[config.mk]
export PLATFORM = sky130hd
export DESIGN_NAME = repeater_status_indicator_logic
export DESIGN_NICKNAME = d
export VERILOG_FILES = /design/src/status_pkg.sv /design/src/blink_if.sv /design/src/repeater_status_indicator_logic.sv /design/src/blink_gen.sv
export SDC_FILE = /design/constraint.sdc
export NUM_CORES = 1
export LEC_CHECK = 0
export ABC_AREA = 0
export BUFFER_PORTS_ARGS = -buffer_cell sky130_fd_sc_hd__buf_2
export CORE_MARGIN = 4
export CORE_UTILIZATION = 55
export CTS_BUF_LIST = sky130_fd_sc_hd__clkbuf_8
export CTS_CLUSTER_SIZE = 10
export DETAILED_ROUTE_END_ITERATION = 7
export PLACE_DENSITY = 0.85
export SYNTH_ARGS = -nofsm -noshare
export SYNTH_HDL_FRONTEND = slang
export SYNTH_HIERARCHICAL = 1
export SYNTH_SLANG_ARGS = --single-unit
[constraint.sdc]
create_clock -name clk -period 2.3 [get_ports clk]
set_input_delay 0.23 -clock clk [delete_from_list [all_inputs] [get_ports clk]]
set_output_delay 0.23 -clock clk [all_outputs]
set_load 0.02 [all_outputs]
[src/status_pkg.sv]
// Constants for the repeater status indicator logic
// Notes on behaviour
// Bit rate and slot time identified and supply healthy: system indicator steady green, relay closed.
// Bit rate not identified: system indicator flashes red, relay not opened for this.
// Token frames alone never identify the rate; other traffic is needed.
// Only standard fieldbus rates identify; nonstandard traffic keeps red flashing.
// Rate known, slot time unknown: system indicator alternates red and green, no fault.
// Ring mode set on only one optical port also gives red/green alternation.
// Segment receive activity lights port indicator yellow, otherwise off, no fault.
// Simultaneous transmit with another subscriber: port indicator red, relay opened.
// Subscriber transmit longer than maximum send time is permanent interference.
// Sporadic interference flashes port indicator red; permanent holds it steady red.
// Relay open on any fault, closed when fault free, so power loss reads as fault.
// Flashing toggles at fixed visible rate; red and green phases equal length.
package status_pkg;
    localparam int unsigned CLK_HZ = 10_000_000;
    localparam int unsigned CYCLES_PER_MS = CLK_HZ / 1000;
    // Half period of every flashing indication
    localparam int unsigned BLINK_HALF_MS = 250;
    localparam int unsigned BLINK_HALF_CYCLES = BLINK_HALF_MS * CYCLES_PER_MS;
    // Longest continuous transmission of one subscriber before it counts as stuck
    localparam int unsigned MAX_SEND_MS = 100;
    localparam int unsigned MAX_SEND_CYCLES = MAX_SEND_MS * CYCLES_PER_MS;
    // How long one sporadic interference event keeps the red flashing alive
    localparam int unsigned SPORADIC_HOLD_MS = 1000;
    localparam int unsigned SPORADIC_HOLD_CYCLES = SPORADIC_HOLD_MS * CYCLES_PER_MS;
    localparam int unsigned CNT_W = 32;
    // Rate codes from the baud detector; standard rates occupy codes 0 to 9
    localparam int unsigned RATE_W = 4;
    localparam logic [3:0] RATE_CODE_MAX_STD = 4'h9;
    // System indicator states
    typedef enum logic [1:0] {
        SYS_OFF = 2'b00,
        SYS_RATE_SEARCH = 2'b01,
        SYS_SLOT_SEARCH = 2'b10,
        SYS_RUN = 2'b11
    } sys_state_t;
endpackage

[src/blink_if.sv]
// Flash timing carried from the blink generator to the indicator logic
`timescale 1ns/100ps
interface blink_if;
    logic phase;
    logic tick;
    modport src (output phase, output tick);
    modport snk (input phase, input tick);
endinterface

[src/repeater_status_indicator_logic.sv]
// Front-panel indicator and fault relay control of the fieldbus repeater
`timescale 1ns/100ps
module repeater_status_indicator_logic #(
    parameter int unsigned BLINK_HALF_CYCLES = status_pkg::BLINK_HALF_CYCLES,
    parameter int unsigned MAX_SEND_CYCLES = status_pkg::MAX_SEND_CYCLES,
    parameter int unsigned SPORADIC_HOLD_CYCLES = status_pkg::SPORADIC_HOLD_CYCLES
) (
    input wire logic clk,
    input wire logic rst_n,
    input wire logic supply_ok,
    input wire logic frame_done,
    input wire logic frame_is_token,
    input wire logic [status_pkg::RATE_W-1:0] frame_rate_code,
    input wire logic rate_lost,
    input wire logic slot_time_known,
    input wire logic ring_mode_port2,
    input wire logic ring_mode_port3,
    input wire logic rx_activity,
    input wire logic collision_detect,
    input wire logic sporadic_glitch,
    input wire logic line_fault,
    output logic sys_led_green,
    output logic sys_led_red,
    output logic electrical_port_indicator_yellow,
    output logic electrical_port_indicator_red,
    output logic fault_relay_closed
);
    blink_if bl();

    blink_gen #(
        .HALF_CYCLES(BLINK_HALF_CYCLES)
    ) u_blink (
        .clk(clk),
        .rst_n(rst_n),
        .bl(bl)
    );

    function automatic logic rate_is_standard(input logic [status_pkg::RATE_W-1:0] code);
        rate_is_standard = (code <= status_pkg::RATE_CODE_MAX_STD);
    endfunction

    // Rate identification
    logic rate_known_reg;
    logic rate_known_next;

    always_comb begin
        rate_known_next = rate_known_reg;
        if (rate_lost) begin
            rate_known_next = 1'b0;
        end else if (frame_done) begin
            if (!rate_is_standard(frame_rate_code)) begin
                rate_known_next = 1'b0;
            end else if (!frame_is_token) begin
                rate_known_next = 1'b1;
            end
        end
    end

    always_ff @(posedge clk or negedge rst_n) begin
        if (!rst_n) begin
            rate_known_reg <= 1'b0;
        end else begin
            rate_known_reg <= rate_known_next;
        end
    end

    // Maximum send time watchdog on the segment
    logic [status_pkg::CNT_W-1:0] send_cnt_reg;
    logic send_over_reg;

    always_ff @(posedge clk or negedge rst_n) begin
        if (!rst_n) begin
            send_cnt_reg <= '0;
            send_over_reg <= 1'b0;
        end else if (!rx_activity) begin
            send_cnt_reg <= '0;
            send_over_reg <= 1'b0;
        end else if (send_cnt_reg >= MAX_SEND_CYCLES[status_pkg::CNT_W-1:0] - 1'b1) begin
            send_over_reg <= 1'b1;
        end else begin
            send_cnt_reg <= send_cnt_reg + 1'b1;
        end
    end

    // Sporadic interference keeps the port flashing for a hold time
    logic [status_pkg::CNT_W-1:0] spor_cnt_reg;
    logic spor_active;

    always_ff @(posedge clk or negedge rst_n) begin
        if (!rst_n) begin
            spor_cnt_reg <= '0;
        end else if (sporadic_glitch) begin
            spor_cnt_reg <= SPORADIC_HOLD_CYCLES[status_pkg::CNT_W-1:0];
        end else if (spor_cnt_reg != '0) begin
            spor_cnt_reg <= spor_cnt_reg - 1'b1;
        end
    end

    assign spor_active = (spor_cnt_reg != '0);

    // Permanent interference: collision, stuck transmitter or line fault
    logic perm_fault;
    assign perm_fault = collision_detect || send_over_reg || line_fault;

    // System indicator state
    status_pkg::sys_state_t sys_state;
    logic ring_mismatch;
    assign ring_mismatch = ring_mode_port2 ^ ring_mode_port3;

    always_comb begin
        if (!supply_ok) begin
            sys_state = status_pkg::SYS_OFF;
        end else if (!rate_known_reg) begin
            sys_state = status_pkg::SYS_RATE_SEARCH;
        end else if (!slot_time_known || ring_mismatch) begin
            sys_state = status_pkg::SYS_SLOT_SEARCH;
        end else begin
            sys_state = status_pkg::SYS_RUN;
        end
    end

    logic sys_green_next;
    logic sys_red_next;

    always_comb begin
        case (sys_state)
            status_pkg::SYS_RATE_SEARCH: begin
                sys_green_next = 1'b0;
                sys_red_next = bl.phase;
            end
            status_pkg::SYS_SLOT_SEARCH: begin
                sys_green_next = ~bl.phase;
                sys_red_next = bl.phase;
            end
            status_pkg::SYS_RUN: begin
                sys_green_next = 1'b1;
                sys_red_next = 1'b0;
            end
            default: begin
                sys_green_next = 1'b0;
                sys_red_next = 1'b0;
            end
        endcase
    end

    always_ff @(posedge clk or negedge rst_n) begin
        if (!rst_n) begin
            sys_led_green <= 1'b0;
            sys_led_red <= 1'b0;
        end else begin
            sys_led_green <= sys_green_next;
            sys_led_red <= sys_red_next;
        end
    end

    // Electrical port indicator: red overrides yellow
    always_ff @(posedge clk or negedge rst_n) begin
        if (!rst_n) begin
            electrical_port_indicator_yellow <= 1'b0;
            electrical_port_indicator_red <= 1'b0;
        end else if (perm_fault) begin
            electrical_port_indicator_yellow <= 1'b0;
            electrical_port_indicator_red <= 1'b1;
        end else if (spor_active) begin
            electrical_port_indicator_yellow <= 1'b0;
            electrical_port_indicator_red <= bl.phase;
        end else begin
            electrical_port_indicator_yellow <= rx_activity;
            electrical_port_indicator_red <= 1'b0;
        end
    end

    // Relay opens on any signalled fault; rate or slot search is no fault
    always_ff @(posedge clk or negedge rst_n) begin
        if (!rst_n) begin
            fault_relay_closed <= 1'b0;
        end else begin
            fault_relay_closed <= supply_ok && !perm_fault && !spor_active;
        end
    end
endmodule

[src/blink_gen.sv]
// Divider that makes the flash phase and a one-cycle phase-change pulse
`timescale 1ns/100ps
module blink_gen #(
    parameter int unsigned HALF_CYCLES = status_pkg::BLINK_HALF_CYCLES
) (
    input wire logic clk,
    input wire logic rst_n,
    blink_if.src bl
);
    logic [status_pkg::CNT_W-1:0] cnt_reg;
    logic phase_reg;
    logic tick_reg;

    // Equal-length phases from one terminal count
    always_ff @(posedge clk or negedge rst_n) begin
        if (!rst_n) begin
            cnt_reg <= '0;
            phase_reg <= 1'b0;
            tick_reg <= 1'b0;
        end else if (cnt_reg >= HALF_CYCLES[status_pkg::CNT_W-1:0] - 1'b1) begin
            cnt_reg <= '0;
            phase_reg <= ~phase_reg;
            tick_reg <= 1'b1;
        end else begin
            cnt_reg <= cnt_reg + 1'b1;
            tick_reg <= 1'b0;
        end
    end

    assign bl.phase = phase_reg;
    assign bl.tick = tick_reg;
endmodule

==> summary.md <==
| Metric | Value |
|---|---|
| Status | `finished clean` |
| First-pass GRT wire length | `18400 um` |
| Period utilisation layout | `0.961` |
| Combinational cell fraction of total power | `0.068` |
| Final Instance Area | `5780 um2` |
| Clk slew on worst S/H paths | `0.11 ns` |
| Dpl cells | `651` |
| Final hold vios | `0` |
| Flop pwr share | `0.574` |
| Clock Skew | `0.0102 ns` |
| Net switching power | `0.000910 W` |
| Total negative slack | `0 ns` |
| Clock sinks | `104` |
| Worst-Skew Late Latency | `0.38 ns` |
| Width of the die | `104 um` |
| Leak | `2.32 nW` |
| Initial Util | `0.575` |
| CTS buffer count | `9` |
| Total Power | `0.00331 W` |
| Setup CP Type | `reg -> reg` |
| CP max-delay cell | `or3b_4` |
| Actual slew at the worst max-slew pin | `0.615 ns` |
| Drt pass-1 iters | `5` |
| Sw Ratio | `0.275` |
| Die Ht | `104 um` |
| Slowest cell delay on critical path | `0.43 ns` |
| Fmax | `453 MHz` |
| Per-cell routed wire length | `16.1 um` |
| Routed wire length | `10800 um` |
| Total global-route track usage | `0.203` |
| Final std cells w/o fill | `671` |
| Gpl congestion | `0.826` |
| Synthesized area per cell | `9.96 um2` |
| Layout cell share with drive strength beyond 1 | `0.142` |
| HP Class | `in -> reg` |
| Max Slew Vio Count | `0` |
| RSZ-0062 raised after global routing | `yes` |
| CP startpoint kind | `register` |
| Port-buffer cells | `20` |
| CP Launch Point | `spor_cnt_reg[0]$_DFFE_PN0P_` |
| Remaining Overflow, GRT | `0` |
| Commonest non-fill, non-tap cell in the layout | `dfrtp_1` |
| Die ar. | `10900 um2` |
| CP endpoint kind | `register` |
| Iter 0 DRT Violations | `187` |
| Clock Path Buffers | `2` |
| Final setup vio count | `0` |
| Root Driver | `clkbuf_8` |
| Internal power | `0.00240 W` |
| Nets | `580` |
| Max transition margin | `0.589` |
| Minimum clock period | `2.21 ns` |
| Initial antenna violation count | `0` |
| Ys Warns | `6` |
| DR vias | `4200` |
| Core box area | `8890 um2` |
| Clk pwr share | `0.358` |
| Max H-tree Level | `3` |
| Io pins | `22` |
| Synthesized area | `5110 um2` |
| Drt drc | `0` |
| Fillers | `680` |
| P&R area growth vs syn | `13.0%` |
| Drt via density | `6.26` |
| P per Cell Area | `574 nW/um2` |
| Detail Placement HPWL | `7130 um` |
| ANT nets after route | `0` |
| Worst r2r src | `spor_cnt_reg[0]$_DFFE_PN0P_` |
| Crit path arrival time | `2.51 ns` |
| Max_cap viols | `0` |
| TritonCTS clock tree | `done` |
| Worst Path Required | `2.60 ns` |
| Largest net degree at the start of global routing | `45` |
| FP Rows | `34` |
| Post-DP Area | `5460 um2` |
| Synth Instances | `513` |
| Peak supply drop | `0.295 mV` |
| # diodes | `0` |
| Vias in the first global route | `4029` |
| Hold Crit Start | `collision_detect` |
| CP max FO | `11` |
| Commonest cells after routing, fill and taps aside | `dfrtp_1 (104), a21oi_1 (38), nand2_1 (29)` |
| Crit-path cells | `inv_1 -> ha_1 -> or3b_4 -> or2_4 -> nor4_4 -> buf_4 -> buf_12 -> nor4_1 -> mux2i_1` |
[power by group through the flow]
stage / combinational [W] / sequential (W) / clock, W
global route: 0.000257 / 0.00191 / 0.00131
CTS: 0.000220 / 0.00190 / 0.00121
finish: 0.000226 / 0.00190 / 0.00119
detailed placement: 0.000213 / 0.00193 / 0
floorplan: 0.000116 / 0.00193 / 0
global placement: 0.000200 / 0.00193 / 0
[per-stage QoR]
stage	setup WS [ns]	hold slack (ns)	utilization
detailed placement	-0.00553	0.195	0.614
global route	-0.0278	0.0993	0.650
global placement	0.0694	0.186	0.614
CTS	0.0270	0.102	0.641
floorplan	0.129	-0.0656	-
finish	0.0905	0.104	0.650
[critical path, delay by kind of cell (launching register included)]
family	cells	cell delay, ns
buffers and inverters	3	0.43
and+or+nand+nor	4	0.94
adders and majority gates	1	0.16
muxes	1	0.19
DFF	1	0.40
[area by class of cell]
| cell class | instances | area [um2] | area share |
|---|---|---|---|
| Sequential cell | 104 | 2600 | 0.451 |
| Multi-Input combinational cell | 378 | 2420 | 0.419 |
| Timing Repair Buffer | 43 | 323 | 0.0559 |
| Tap cell | 108 | 135 | 0.0234 |
| Clock buffer | 9 | 124 | 0.0214 |
| Clock inverter | 7 | 88.8 | 0.0154 |
| Inverter | 22 | 82.6 | 0.0143 |
[path summary, 6_finish.rpt]
path                       cells past startpoint  slack, ns                                      end
setup / recovery                               9       0.09              spor_cnt_reg[9]$_DFFE_PN0P_
hold reg to reg                                1       0.51             u_blink/cnt_reg[0]$_DFF_PN0_
setup reg to reg                               9       0.09              spor_cnt_reg[9]$_DFFE_PN0P_
min in group asynchronous                      2       0.32             send_cnt_reg[29]$_DFFE_PN0P_
hold / removal                                 3       0.10  electrical_port_indicator_red$_DFF_PN0_
max in group asynchronous                      3       1.26            u_blink/cnt_reg[12]$_DFF_PN0_
[repair_timing]
action	CTS	global route
cloned	0	1
endpoints found under the setup margin	14	47
setup buffers	0	1
hold buffers	2	0
endpoints found under the hold margin	31	0
resized for setup	2	9
pin swaps	1	0
[routing by layer]
| metal | part of all wire | wire length [um] | global-route usage | vias to the layer above |
|---|---|---|---|---|
| met5 | 0 | 0 | 0 | - |
| met4 | 0.021 | 223 | 0.0693 | 0 |
| met3 | 0.040 | 430 | 0.0472 | 31 |
| met2 | 0.52 | 5610 | 0.340 | 99 |
| met1 | 0.42 | 4570 | 0.260 | 2092 |
| li1 | - | - | - | 1978 |
(Power assumes the default switching activity.)
